==> src/design/dsf_pkg.sv <==
// Constants for the DAC special-function command decoder.
// Assumes one 200 MHz clock and command words delivered already framed.
//
// Contract
// RQ1 - Register-select bits both zero pick special functions; address bits hold the code.
// RQ2 - Code 001000 enters global power-down, data ignored.
// RQ3 - In power-down registers keep contents and all writes are rejected.
// RQ4 - Code 001001 powers up amplifiers and reference within 8 us.
// RQ5 - Effective power-down is hardware pin OR software state.
// RQ6 - Code 001111 restores defaults and clears DAC registers to zero volts.
// RQ7 - Software reset takes 135 us to complete.
// RQ8 - Host issues software reset only outside power-down.
// RQ9 - Code 001100 writes control register when read bit 0, reads when 1.
// RQ10 - Bit 11 sets power-down output: 1 high impedance, 0 load to ground.
// RQ11 - Bit 10 selects internal reference 2.5 V when 1, 1.25 V when 0.
// RQ12 - Bit 9 enables amplifier boost; off by default.
// RQ13 - Bit 8 enables internal reference; external by default.
// RQ14 - Bit 7 enables monitoring, turning channel 39 pin into monitor output.
// RQ15 - Bit 6 lets overtemperature power down amplifiers; soft power-up re-enables.
// RQ16 - Bits 4 to 0 enable toggle per eight-channel group; bit 5 ignored.
// RQ17 - In toggle groups each load strobe swaps between A and B registers.
// RQ18 - Code 001010 takes data bits 11 to 6 as monitored channel.
// RQ19 - Host sets monitor enable before selecting a monitor channel.
// RQ20 - Monitor 0 to 38 routes channel, 63 three-states, others undefined.
package dsf_pkg;
    localparam int          CMD_W         = 6;
    localparam int          DATA_W        = 12;
    localparam int          GROUPS        = 5;
    localparam logic [5:0]  CMD_PWR_DOWN  = 6'h08;
    localparam logic [5:0]  CMD_PWR_UP    = 6'h09;
    localparam logic [5:0]  CMD_MON_SEL   = 6'h0a;
    localparam logic [5:0]  CMD_CTRL      = 6'h0c;
    localparam logic [5:0]  CMD_SOFT_RST  = 6'h0f;
    localparam logic [1:0]  SEL_SFR       = 2'h0;
    localparam int          BIT_PD_HIZ    = 11;
    localparam int          BIT_REF_LVL   = 10;
    localparam int          BIT_BOOST     = 9;
    localparam int          BIT_REF_INT   = 8;
    localparam int          BIT_MON_EN    = 7;
    localparam int          BIT_THERM_EN  = 6;
    localparam int          TGL_LSB       = 0;
    localparam logic [11:0] CTRL_RST_BASE = 12'h800;
    localparam logic [11:0] CTRL_WR_MASK  = 12'hfdf;
    localparam logic [5:0]  MON_LAST_CH   = 6'h26;
    localparam logic [5:0]  MON_TRISTATE  = 6'h3f;
    localparam logic [5:0]  MON_RST       = 6'h3f;
    localparam int          CLK_MHZ       = 200;
    localparam int          PWRUP_US      = 8;
    localparam int          SRST_US       = 135;
    localparam int          PWRUP_CYC     = PWRUP_US * CLK_MHZ;
    localparam int          SRST_CYC      = SRST_US * CLK_MHZ;
    typedef enum logic [1:0] {DSF_IDLE, DSF_WAKE, DSF_RESET} dsf_state_e;
endpackage : dsf_pkg

==> src/design/dsf_timer_if.sv <==
// Start and done handshake between the decoder and its delay timer.
// Assumes both ends share clk_sys.
`timescale 1ns/100ps
interface dsf_timer_if;
    logic        start;
    logic [31:0] count;
    logic        done;
    modport ctrl  (output start, output count, input done);
    modport timer (input start, input count, output done);
endinterface : dsf_timer_if

==> src/design/dsf_cmd.sv <==
// Special-function command decoder and control register of a 40-channel DAC.
// Assumes cmd_valid is a one-cycle strobe on clk_sys carrying a framed command;
// pin inputs (hardware power-down, overtemperature, load strobe) are asynchronous.
`timescale 1ns/100ps
module dsf_cmd
    import dsf_pkg::*;
#(
    parameter int          PWRUP_CYCLES = dsf_pkg::PWRUP_CYC,
    parameter int          SRST_CYCLES  = dsf_pkg::SRST_CYC,
    parameter logic        REF_LVL_DFLT = 1'b1,
    parameter int          NUM_CH       = 40
)
(
    input  wire logic                        clk_sys,
    input  wire logic                        rst_n,
    input  wire logic                        cmd_valid,
    input  wire logic                        cmd_read,
    input  wire logic                        register_select_high,
    input  wire logic                        register_select_low,
    input  wire logic [dsf_pkg::CMD_W-1:0]   channel_address_bits,
    input  wire logic [dsf_pkg::DATA_W-1:0]  data_field_bits,
    input  wire logic                        hw_powerdown,
    input  wire logic                        over_temp,
    input  wire logic                        load_dac_strobe,
    output logic                             wr_reject,
    output logic                             rd_valid,
    output logic [dsf_pkg::DATA_W-1:0]       rd_data,
    output logic                             busy_n,
    output logic                             powerdown,
    output logic                             amp_off,
    output logic                             pd_output_hiz,
    output logic                             ref_2v5,
    output logic                             amp_boost,
    output logic                             ref_internal,
    output logic                             monitor_mode,
    output logic [dsf_pkg::CMD_W-1:0]        monitor_channel,
    output logic                             monitor_tristate,
    output logic                             soft_reset_pulse,
    output logic [39:0]                      toggle_sel_b
);
    import dsf_pkg::*;

    dsf_timer_if tmr ();
    dsf_timer u_timer
    (
        .clk_sys (clk_sys),
        .rst_n   (rst_n),
        .tmr     (tmr)
    );

    function automatic logic [DATA_W-1:0] ctrl_default(input logic lvl);
        logic [DATA_W-1:0] v;
        v              = CTRL_RST_BASE;
        v[BIT_REF_LVL] = lvl;
        return v;
    endfunction : ctrl_default

    // Power-on and soft reset share one default, so the variant's reference level holds
    localparam logic [DATA_W-1:0] CTRL_DFLT = ctrl_default(REF_LVL_DFLT);

    // Two-flop synchronisers for the asynchronous pins
    logic [2:0] sync1_ff;
    logic [2:0] sync2_ff;
    logic       load_dac_strobe_prev_ff;
    always_ff @(posedge clk_sys or negedge rst_n)
    begin
        if (!rst_n)
        begin
            sync1_ff     <= 3'h0;
            sync2_ff     <= 3'h0;
            load_dac_strobe_prev_ff <= 1'b0;
        end
        else
        begin
            sync1_ff     <= {load_dac_strobe, over_temp, hw_powerdown};
            sync2_ff     <= sync1_ff;
            load_dac_strobe_prev_ff <= sync2_ff[2];
        end
    end
    wire hw_pd_s  = sync2_ff[0];
    wire hot_s    = sync2_ff[1];
    wire load_dac_strobe_s   = sync2_ff[2];
    wire load_dac_strobe_rise = load_dac_strobe_s && !load_dac_strobe_prev_ff;

    // State
    dsf_state_e        state_ff;
    dsf_state_e        nxt_state;
    logic              sw_pd_ff;
    logic              therm_trip_ff;
    logic [DATA_W-1:0] ctrl_ff;
    logic [CMD_W-1:0]  mon_ff;
    logic [GROUPS-1:0] tgl_phase_ff;

    // Decode
    wire is_sfr     = ({register_select_high, register_select_low} == SEL_SFR); // [RQ1]
    wire sfr_cmd    = cmd_valid && is_sfr && (state_ff != DSF_RESET);
    wire c_pd       = sfr_cmd && (channel_address_bits == CMD_PWR_DOWN);       // [RQ2]
    wire c_pu       = sfr_cmd && (channel_address_bits == CMD_PWR_UP);         // [RQ4]
    wire c_mon      = sfr_cmd && (channel_address_bits == CMD_MON_SEL);
    wire c_ctrl     = sfr_cmd && (channel_address_bits == CMD_CTRL);
    wire c_rst      = sfr_cmd && (channel_address_bits == CMD_SOFT_RST);
    wire eff_pd     = hw_pd_s || sw_pd_ff;                                     // [RQ5]
    // Reads stay allowed in power-down since they leave state untouched
    wire c_rd       = c_ctrl && cmd_read;                                      // [RQ9]
    wire wr_try     = (c_ctrl && !cmd_read) || c_mon || c_rst;
    wire wr_block   = wr_try && eff_pd;                                        // [RQ3]
    wire do_ctrl_wr = c_ctrl && !cmd_read && !eff_pd;                          // [RQ9]
    wire do_mon_wr  = c_mon && !eff_pd;
    // Soft reset in power-down is the host's fault; it is refused, not half-run
    wire do_rst     = c_rst && !eff_pd;                                        // [RQ8]
    wire therm_hit  = ctrl_ff[BIT_THERM_EN] && hot_s;                          // [RQ15]

    always_comb
    begin
        nxt_state = state_ff;
        case (state_ff)
            DSF_IDLE:
            begin
                if (do_rst)
                    nxt_state = DSF_RESET;
                else if (c_pu && sw_pd_ff)
                    nxt_state = DSF_WAKE;
            end
            DSF_WAKE:
            begin
                if (c_pd)
                    nxt_state = DSF_IDLE;
                else if (tmr.done)
                    nxt_state = DSF_IDLE;
            end
            DSF_RESET:
            begin
                if (tmr.done)
                    nxt_state = DSF_IDLE;
            end
            default: nxt_state = DSF_IDLE;
        endcase
    end

    assign tmr.start = (state_ff == DSF_IDLE) && (do_rst || (c_pu && sw_pd_ff));
    assign tmr.count = do_rst ? SRST_CYCLES : PWRUP_CYCLES;                    // [RQ4] [RQ7]

    always_ff @(posedge clk_sys or negedge rst_n)
    begin
        if (!rst_n)
            state_ff <= DSF_IDLE;
        else
            state_ff <= nxt_state;
    end

    // Power-down state; the wake sequence holds the amplifiers off until it ends
    always_ff @(posedge clk_sys or negedge rst_n)
    begin
        if (!rst_n)
        begin
            sw_pd_ff      <= 1'b0;
            therm_trip_ff <= 1'b0;
        end
        else
        begin
            if (c_pd)
                sw_pd_ff <= 1'b1;                                              // [RQ2]
            else if (state_ff == DSF_WAKE && tmr.done)
                sw_pd_ff <= 1'b0;                                              // [RQ4]
            if (therm_hit)
                therm_trip_ff <= 1'b1;                                         // [RQ15]
            else if (c_pu)
                therm_trip_ff <= 1'b0;                                         // [RQ15]
        end
    end

    // Control register, monitor address and toggle phases
    always_ff @(posedge clk_sys or negedge rst_n)
    begin
        if (!rst_n)
        begin
            ctrl_ff      <= CTRL_DFLT;                                         // [RQ11]
            mon_ff       <= MON_RST;
            tgl_phase_ff <= '0;
        end
        else if (do_rst)
        begin
            ctrl_ff      <= CTRL_DFLT;                                         // [RQ6]
            mon_ff       <= MON_RST;
            tgl_phase_ff <= '0;
        end
        else
        begin
            if (do_ctrl_wr)
                ctrl_ff <= data_field_bits & CTRL_WR_MASK;                     // [RQ16]
            if (do_mon_wr)
                mon_ff <= data_field_bits[DATA_W-1 -: CMD_W];                  // [RQ18]
            if (load_dac_strobe_rise && state_ff != DSF_RESET)
                tgl_phase_ff <= tgl_phase_ff ^ ctrl_ff[TGL_LSB +: GROUPS];     // [RQ17]
        end
    end

    wire [39:0] tgl_w;
    genvar g;
    generate
        for (g = 0; g < GROUPS; g++)
        begin : gen_tgl
            assign tgl_w[g*8 +: 8] = {8{tgl_phase_ff[g] & ctrl_ff[TGL_LSB + g]}}; // [RQ16]
        end
    endgenerate

    wire mon_on = ctrl_ff[BIT_MON_EN];                                         // [RQ14]

    // Registered outputs
    always_ff @(posedge clk_sys or negedge rst_n)
    begin
        if (!rst_n)
        begin
            wr_reject        <= 1'b0;
            rd_valid         <= 1'b0;
            rd_data          <= '0;
            busy_n           <= 1'b1;
            powerdown        <= 1'b0;
            amp_off          <= 1'b0;
            pd_output_hiz    <= 1'b1;
            ref_2v5          <= REF_LVL_DFLT;
            amp_boost        <= 1'b0;
            ref_internal     <= 1'b0;
            monitor_mode     <= 1'b0;
            monitor_channel  <= MON_RST;
            monitor_tristate <= 1'b1;
            soft_reset_pulse <= 1'b0;
            toggle_sel_b     <= '0;
        end
        else
        begin
            wr_reject        <= wr_block;                                      // [RQ3]
            rd_valid         <= c_rd;                                          // [RQ9]
            rd_data          <= c_rd ? ctrl_ff : rd_data;
            busy_n           <= (nxt_state != DSF_RESET);                      // [RQ7]
            powerdown        <= eff_pd;                                        // [RQ5]
            amp_off          <= eff_pd || therm_trip_ff;                       // [RQ15]
            pd_output_hiz    <= ctrl_ff[BIT_PD_HIZ];                           // [RQ10]
            ref_2v5          <= ctrl_ff[BIT_REF_LVL];                          // [RQ11]
            amp_boost        <= ctrl_ff[BIT_BOOST];                            // [RQ12]
            ref_internal     <= ctrl_ff[BIT_REF_INT];                          // [RQ13]
            monitor_mode     <= mon_on;                                        // [RQ14]
            monitor_channel  <= mon_ff;                                        // [RQ20]
            monitor_tristate <= !mon_on || (mon_ff == MON_TRISTATE);           // [RQ20]
            soft_reset_pulse <= do_rst;                                        // [RQ6]
            toggle_sel_b     <= tgl_w;                                         // [RQ17]
        end
    end

endmodule : dsf_cmd

==> src/design/dsf_timer.sv <==
// Down-counter that pulses done once a loaded cycle count has elapsed.
// Assumes start is a one-cycle pulse; a new start reloads.
`timescale 1ns/100ps
module dsf_timer
(
    input  wire logic     clk_sys,
    input  wire logic     rst_n,
    dsf_timer_if.timer    tmr
);
    logic [31:0] cnt_ff;
    logic        run_ff;
    logic        done_ff;
    wire         last_w = run_ff && (cnt_ff <= 32'h1);
    assign tmr.done = done_ff;
    always_ff @(posedge clk_sys or negedge rst_n)
    begin
        if (!rst_n)
        begin
            cnt_ff  <= 32'h0;
            run_ff  <= 1'b0;
            done_ff <= 1'b0;
        end
        else
        begin
            done_ff <= !tmr.start && last_w;
            run_ff  <= tmr.start || (run_ff && !last_w);
            cnt_ff  <= tmr.start ? tmr.count : cnt_ff - 32'h1;
        end
    end
endmodule : dsf_timer

==> config.mk <==
export PLATFORM = sky130hd
export DESIGN_NAME = dsf_cmd
export DESIGN_NICKNAME = d
export VERILOG_FILES = /design/src/design/dsf_pkg.sv /design/src/design/dsf_timer_if.sv /design/src/design/dsf_cmd.sv /design/src/design/dsf_timer.sv
export SDC_FILE = /design/constraint.sdc
export NUM_CORES = 1
export LEC_CHECK = 0
export ABC_AREA = 0
export BUFFER_PORTS_ARGS = -buffer_cell sky130_fd_sc_hd__clkbuf_2
export CAP_MARGIN = 20
export CORE_ASPECT_RATIO = 2
export CORE_MARGIN = 1
export CORE_UTILIZATION = 35
export CTS_BUF_LIST = sky130_fd_sc_hd__clkbuf_8
export DETAILED_ROUTE_END_ITERATION = 8
export PLACE_DENSITY = 0.57
export SYNTH_ARGS = -nofsm -noshare
export SYNTH_HDL_FRONTEND = slang
export SYNTH_SLANG_ARGS = --single-unit
==> constraint.sdc <==
create_clock -name clk_sys -period 6.2 [get_ports clk_sys]
set_input_delay 0.62 -clock clk_sys [delete_from_list [all_inputs] [get_ports clk_sys]]
set_output_delay 0.62 -clock clk_sys [all_outputs]
set_load 0.05 [all_outputs]
# == After elaboration in Yosys (flattened, before gate mapping) ==
# Cells that the tools add are included.
# totals
reg_bits,131
in_bits,27
out_inout_bits,70
# op_classes
addsub,1
magnitude_cmp,1
eq_ne,10
muxes,17
bitwise_logic,6
n_reduce_logical,42
# op_table
cell,n
less-or-equal comparator 32 x 1 -> 1 bit (second input constant),1
two-way mux 32 bit,1
subtractor 32 x 1 -> 32 bit (second input constant),1
== test 6 x 4 -> 1 bit (second input constant),5
two-way mux 12 bit,2
logical AND 1 bit,22
two-way mux 15 bit,1
two-way mux 6 bit,2
two-way mux 5 bit,2
nonzero test 2 bit,5
two-way mux 2 bit,4
logical OR 1 bit,7
== test 6 bit (second input constant),1
logical NOT 1 bit,6
case mux 2 bit (3 select lines),1
bitwise AND 1 bit,5
bitwise XOR 5 bit,1
logical NOT 2 bit,2
two-way mux 1 bit,4
!= test 2 bit (second input constant),2
== test 2 x 1 -> 1 bit (second input constant),1
== test 2 bit (second input constant),1

# == Depth between registers and ports, before layout ==
# Gate-level depths: netlist of the first run.
# depth
ltp_word,9
depth_mapped,7

# == Cells and area by module ==
# From an unflattened synthesis of the first run, not the netlist that was laid out.
# hier_totals
hier_cells,464
area_unflattened_um2,4927.2
# by_module_without_submodules
mod,n_inst,cells_per_inst,area_each_um2,seq_area_each_um2
dsf_cmd,1,240,2960.3,1699.1
dsf_timer,1,224,1966.9,850.8

# == Worst setup path before layout of the first run ==
# OpenSTA, ideal clock, no wires.
# synth_timing
path_kind,in2reg
from,input port register_select_high
to,register rd_data[0] (netlist bit)
setup_time_ns,0.125
arrival_ns,2.064
required_ns,6.075
slack_ns,4.011
path_stages,5
cell_sequence,nor4bb_1 -> and4_1 -> and3_1 -> buf_2 -> mux2_2
# synth_via
elab_chain_len,5
# synth_lines
element,line,text
from (decl),dsf_cmd.sv:18,"input wire logic register_select_high,"
logical NOT 2 bit,dsf_cmd.sv:95,"wire is_sfr = ({register_select_high, register_select_low} == SEL_SFR);"
logical AND 1 bit (2 in series),dsf_cmd.sv:96,wire sfr_cmd = cmd_valid && is_sfr && (state_ff != DSF_RESET);
logical AND 1 bit,dsf_cmd.sv:100,wire c_ctrl = sfr_cmd && (channel_address_bits == CMD_CTRL);
logical AND 1 bit,dsf_cmd.sv:104,wire c_rd = c_ctrl && cmd_read;
to (signal assigned),dsf_cmd.sv:234,rd_data <= c_rd ? ctrl_ff : rd_data;
to (decl),dsf_cmd.sv:27,"output logic [dsf_pkg::DATA_W-1:0] rd_data,"
# Every way passes these cells.
# A chain may end at the register's enable or synchronous reset.

# == Worst setup path in the final report of the first run ==
# layout_timing
from,register u_timer.cnt_ff[10]
to,register u_timer.run_ff
# layout_via
elab_chain_len,5
# layout_lines
element,line,text
from (decl),dsf_timer.sv:10,logic [31:0] cnt_ff;
from (signal assigned),dsf_timer.sv:27,cnt_ff <= tmr.start ? tmr.count : cnt_ff - 32'h1;
less-or-equal comparator 32 x 1 -> 1 bit,dsf_timer.sv:13,wire last_w = run_ff && (cnt_ff <= 32'h1);
logical AND 1 bit,dsf_timer.sv:13,
logical NOT 1 bit,dsf_timer.sv:26,run_ff <= tmr.start || (run_ff && !last_w);
logical AND 1 bit,dsf_timer.sv:26,
logical OR 1 bit,dsf_timer.sv:26,
to (signal assigned),dsf_timer.sv:26,
to (decl),dsf_timer.sv:11,logic run_ff;
# Every way passes these cells.

==> results.yml, run 1 <==
status:
  status: "finished clean"
cells_and_area:
  antenna_cells_inserted: 0
  layout.core_utilization_pct: 40.2
  post-route-cell-area_um2: 5080
  area_delta_synth_final_pct: 12.1
  fill_cells: 1256
  layout.cells.non_filler: 605
  drive_gt1_share_pct: 35.6
  final_common_cell: "clkbuf_2"
  design.final.nets: 484
  mostFrequentLayoutCells: "93 x clkbuf_2, 83 x dfrtp_1, 28 x nor2_1"
yosys:
  ys_top_cells_by_area: "dfrtp_1 46%, dfstp_2 10%, buf_4 6.0%"
  synth-simple-area-share_pct: 16.3
  yosys-mux-area-fraction_pct: 4.06
  synth_cell_type_count: 51
  synth_adder_area_share_pct: 1.93
  synth_seq_cells: 101
  synth_sequential_area_ratio_pct: 56.3
  synth_nets: 428
  synth-compound-area-share_pct: 11.9
  syn-cell-area_um2: 4530
  yosys.area.top_type_share_pct: 45.9
  netlist_instances: 394
  synth.avg_cell_area_um2: 11.5
  yosysWarnings: 0
  xor_xnor_share_of_the_synthesized_area_pct: 1.74
  largest_family_of_logic_cells_by_synthesized_area: "simple AND/OR/NAND/NOR gates"
  synth.largest_area_cell: "dfrtp_1"
worst_setup_path:
  timing.critical_path.slowest_stage_cell: "or4_4"
  cp_cell_sequence: "nor4_4 > nand4b_2 > or4_4 > a21o_1"
  r2r_start: "u_timer.cnt_ff[10]"
  rrSetupSlack_ns: 3.56
  worst_path_dominant_cell_family: "simple AND/OR/NAND/NOR gates"
  critical_path_buf_inv_count: 0
  worst_setup_path_end_kind: "flip-flop"
  timing.critical_path.required_ns: 6.46
  r2r_end: "u_timer.run_ff"
  critPathArrivalTime_ns: 2.90
  setup.worst_path.class: "flip-flop to flip-flop"
  worstRegToRegCells: 4
  cp_max_fo: 33
  cp-start-kind: "flip-flop"
  cpPeakStageDelay_ns: 0.77
place:
  dpl.hpwl_um: 6690
  port_buffers: 94
  placed_cell_count: 588
  preCtsSetupSlack_ns: 3.31
  routability_driven_placement_congestion_ratio: 0.800
  area_after_detailed_placement_um2: 4870
clocking:
  postCtsSetupBuffers: 0
  cts_root_buffer: "clkbuf_8"
  cts_max_level: 3
  clkLatencyLatePin_ns: 0.37
  tritoncts.num_buffers: 9
  clock_sinks: 101
  post_cts_resized: 0
  cts_hold_repair.buffers: 0
  clk_pin_slew_worst_paths_ns: 0.10
  tritoncts_clock_tree: "built"
  max-clock-path-buffers: 2
timing:
  timing.final.crit_share_pct: 42.7
  worst_pin_slew_ns: 0.971
  setup_tns_final_ns: 0
  finClkSkew_ns: 0.0126
  unrepaired_setup_endpoints_after_global_routing: "no"
  endpoints_failing_hold: 0
  worst_hold_slack_ns: 0.112
  setup_violations: 0
  worst_slew_margin_rel_pct: 35.2
  worst_setup_margin_ns: 3.56
  report.final.slew_viol_count: 0
  achievable_frequency_mhz: 378
  min_period_ns: 2.64
power:
  power_per_cell_area_nw_per_um2: 267
  power.static_leakage_nw: 2.22
  vdd_drop_max_v: 0.000146
  design_power_total_mw: 1.36
route:
  drt-vias-per-instance: 5.14
  vias: 3107
  drt_wl_total_um: 9130
  drtPass1Iterations: 4
  drt-wirelength-per-cell_um: 15.1
  postRouteAntennaNets: 0
  drc_errors: 0
  drt_first_iter_violations: 91
global_routing:
  globalRoute.totalOverflow: 0
  grt_pass1_wl_um: 14300
  grt_util_all_layers_pct: 14.1
  first_global_vias: 2887
  antenna_violations_before_repair: 0
  grt_max_degree: 81
floorplanning:
  die_width_um: 82.4
  die_area_um2: 13400
  floorplan.rows: 58
  start_util_pct: 35.9
  die-height_um: 163
  core_area_um2: 12600
  pin_count: 97
run:
  max_cap_viol_count: 0
hold_path:
  hold_path.class: "primary input to async pin"
[cell families (layout without fill, tap and decap cells)]
family | count (synthesis) | count (layout)
AND/OR/NAND/NOR | 119 | 119
XOR/XNOR | 9 | 9
other | 1 | 1
adder cells (fa/ha/maj) | 7 | 7
AO/OA/AOI/OAI | 84 | 84
buffers and inverters | 56 | 117
multiplexers | 17 | 17
flip-flops | 101 | 101
[layer usage]
metal	GRT usage [%]	part of all wire [%]	vias to the layer above
met2	26.1	55	82
met3	2.75	4.1	9
met5	0	0	-
met4	5.02	1.3	0
li1	-	-	1511
met1	15.3	40	1505
[area by class of cell]
| class | count | area, um^2 | area share [%] |
|---|---|---|---|
| Clock buffer | 9 | 124 | 2.44 |
| Timing Repair Buffer | 96 | 508 | 10.0 |
| Multi-Input combinational cell | 237 | 1630 | 32.2 |
| Inverter | 5 | 18.8 | 0.370 |
| Clock inverter | 7 | 56.3 | 1.11 |
| Tap cell | 150 | 188 | 3.70 |
| Sequential cell | 101 | 2550 | 50.2 |
[where the power goes]
part	switching [mW]	internal, mW
combinational	0.125	0.0705
sequential	0.0500	0.721
clock	0.239	0.152
[synth_stat cells (all sizes together)]
| cell | number |
|---|---|
| mux2 | 11 |
| o21a | 7 |
| o21ai | 19 |
| and3 | 4 |
| buf | 39 |
| or2 | 6 |
| nand4b | 1 |
| a31oi | 3 |
| or3 | 8 |
| ha | 7 |
| a21o | 3 |
| conb | 1 |
| nand4 | 6 |
| nor2 | 29 |
| nor4b | 1 |
| a21oi | 23 |
| a21boi | 1 |
| o31ai | 13 |
| mux2i | 6 |
| dfstp | 18 |
| nand2 | 10 |
| a22oi | 1 |
| nand3b | 2 |
| nor4 | 5 |
| or4 | 18 |
| nand2b | 3 |
| dfrtp | 83 |
| or3b | 1 |
| inv | 5 |
| o41ai | 4 |
| nor3b | 2 |
| xor2 | 5 |
| a211o | 2 |
| nor3 | 6 |
| nor4bb | 1 |
| and4 | 2 |
| a22o | 7 |
| xnor2 | 4 |
| or4b | 4 |
| clkbuf | 12 |
| o211ai | 1 |
| nand3 | 10 |
[how the worst max path moves through the flow]
stage	start	endpoint	slack, ns	cells past startpoint
detailed placement	register_select_high	tgl_phase_ff[3]	3.31	5
global route	u_timer.cnt_ff[10]	u_timer.cnt_ff[25]	3.35	4
floorplan	register_select_high	rd_data[0]	4.01	5
global placement	register_select_high	tgl_phase_ff[2]	3.34	5
finish	u_timer.cnt_ff[10]	u_timer.run_ff	3.56	4
CTS	u_timer.cnt_ff[10]	u_timer.run_ff	3.53	4
[sequential cells by signal, indices dropped and copies added, names as in the netlist, 2 cells and up]
register / count
u_timer.cnt_ff: 32
ctrl_ff: 11
rd_data: 11
mon_ff: 6
monitor_channel: 6
tgl_phase_ff: 5
toggle_sel_b: 5
sync1_ff: 3
sync2_ff: 3
state_ff: 2
Note: power is estimated with default switching activity, not from simulation.
==> run 2: changes to the inputs <==
Clock period 6.2 ns to 2.5 ns, I/O delays scaled along.
==> run 2 against run 1 <==
Compared with the run above: global-route usage grew 0.53 points; sequential share of layout area down 1.3 points; combinational power grew to 2.6 times the previous value; largest cell class unchanged; wire length up 2.5%; cell area up 2.7%; register-to-register slack worse by 3.3 ns; hold slack worse by 0.016 ns; highest routed layer unchanged; non-clock buffer count increased by 17; clock skew is 0.0015 ns higher; clock power rose to 2.6 times the previous value.
==> results.yml, run 2 (synthesis results as in run 1) <==
status:
  status: "finished clean"
global_routing:
  grt_max_degree: 42
  antenna_violations_before_repair: 0
  grt_pass1_wl_um: 14700
  first_global_vias: 3084
  globalRoute.totalOverflow: 0
  grt_util_all_layers_pct: 14.7
floorplanning:
  core_area_um2: 12600
  die_area_um2: 13400
  die-height_um: 163
  start_util_pct: 35.9
  pin_count: 97
  floorplan.rows: 58
  die_width_um: 82.4
timing:
  setup_tns_final_ns: 0
  timing.final.crit_share_pct: 91.0
  setup_violations: 0
  worst_slew_margin_rel_pct: 57.5
  unrepaired_setup_endpoints_after_global_routing: "no"
  endpoints_failing_hold: 0
  report.final.slew_viol_count: 0
  worst_pin_slew_ns: 0.629
  achievable_frequency_mhz: 439
  finClkSkew_ns: 0.0141
  min_period_ns: 2.28
clocking:
  tritoncts_clock_tree: "built"
  cts_max_level: 3
  tritoncts.num_buffers: 9
  clkLatencyLatePin_ns: 0.37
  cts_root_buffer: "clkbuf_8"
  clk_pin_slew_worst_paths_ns: 0.11
  post_cts_resized: 0
  max-clock-path-buffers: 2
  clock_sinks: 101
route:
  drt-wirelength-per-cell_um: 15.0
  drt_wl_total_um: 9360
  vias: 3242
  drt_first_iter_violations: 149
  drt-vias-per-instance: 5.21
  drtPass1Iterations: 4
  postRouteAntennaNets: 0
  drc_errors: 0
worst_setup_path:
  worstRegToRegCells: 6
  timing.critical_path.from: "u_timer.cnt_ff[0]"
  rrSetupSlack_ns: 0.22
  critPathArrivalTime_ns: 2.56
  cp-start-kind: "flip-flop"
  r2r_start: "u_timer.cnt_ff[0]"
  cp_max_fo: 5
  worst_setup_path_end_kind: "flip-flop"
  r2r_end: "u_timer.cnt_ff[26]"
  timing.critical_path.required_ns: 2.79
  setup.worst_path.class: "flip-flop to flip-flop"
  worst_setup_path_endpoint: "u_timer.cnt_ff[26]"
place:
  port_buffers: 94
  dpl.hpwl_um: 6970
  routability_driven_placement_congestion_ratio: 0.805
  area_after_detailed_placement_um2: 4990
cells_and_area:
  area_delta_synth_final_pct: 15.2
  antenna_cells_inserted: 0
  largest_registers: "u_timer.cnt_ff: 32 flops, ctrl_ff: 11 flops, rd_data: 11 flops"
  post-route-cell-area_um2: 5220
  drive_gt1_share_pct: 37.1
  mostFrequentLayoutCells: "93 x clkbuf_2, 83 x dfrtp_1, 29 x nor2_1"
  top_register: "u_timer.cnt_ff"
  largest_reg_flops: 32
  final_common_cell: "clkbuf_2"
  design.final.nets: 501
power:
  vdd_drop_max_v: 0.000388
  power_per_cell_area_nw_per_um2: 656
  power.static_leakage_nw: 2.30
hold_path:
  hold_path.class: "primary input to flip-flop"
  worst_hold_path.num_cells: 2
run:
  max_cap_viol_count: 0
-- run 2: layout make-up --
| type | count | area [um^2] |
|---|---|---|
| clock buffers | 9 | 124 |
| clock inverters | 7 | 67.6 |
| fillers | 1241 | 7410 |
| inverters | 5 | 18.8 |
| multi-input cells | 237 | 1630 |
| flip-flops and latches | 101 | 2550 |
| well taps | 150 | 188 |
| repair buffers | 113 | 638 |
-- run 2: layer usage --
metal | vias to the layer above | part of all wire, % | global-route usage (%)
met2 | 87 | 57 | 27.9
met5 | - | 0 | 0
li1 | 1537 | - | -
met1 | 1605 | 37 | 14.6
met4 | 0 | 1.8 | 5.74
met3 | 13 | 4.0 | 3.36
-- run 2: critical path: stages (launching register included) --
cell and delay, ns:
dfrtp_1 0.44, inv_1 0.08, ha_1 0.23, or4b_1 0.52, or3_1 0.36, or4_1 0.41, a21oi_1 0.16
-- run 2: where the power goes --
group,switching (mW),internal [mW]
Combinational,0.320,0.189
Sequential,0.124,1.79
Clock,0.613,0.389
-- run 2: worst min-delay path by stage --
stage / from / to
after detailed placement: rst_n / monitor_mode
after global routing: data_field_bits[4] / ctrl_ff[4]
after global placement: rst_n / monitor_mode
after floorplan: rst_n / amp_boost
after CTS: data_field_bits[4] / ctrl_ff[4]
final: data_field_bits[4] / ctrl_ff[4]
-- run 2: repair_timing --
item	in CTS	in global routing
hold buffers	4	0
hold endpoints to repair	22	0
buffers inserted	0	0
-- run 2: metrics by stage --
| step | utilization, % | worst slack [ns] | hold slack [ns] | power [mW] | cells |
|---|---|---|---|---|---|
| 2_1_floorplan | - | 0.319 | -0.0456 | 2.28 | 394 |
| 4_1_cts | 41.3 | 0.241 | 0.0749 | 3.48 | 622 |
| 3_3_place_gp | 39.5 | 0.312 | 0.212 | 2.44 | 602 |
| 5_1_grt | 41.3 | 0.110 | 0.0795 | 3.61 | 622 |
| 3_5_place_dp | 39.5 | 0.268 | 0.217 | 2.45 | 602 |
| 6_report | 41.3 | 0.225 | 0.0962 | 3.42 | 622 |
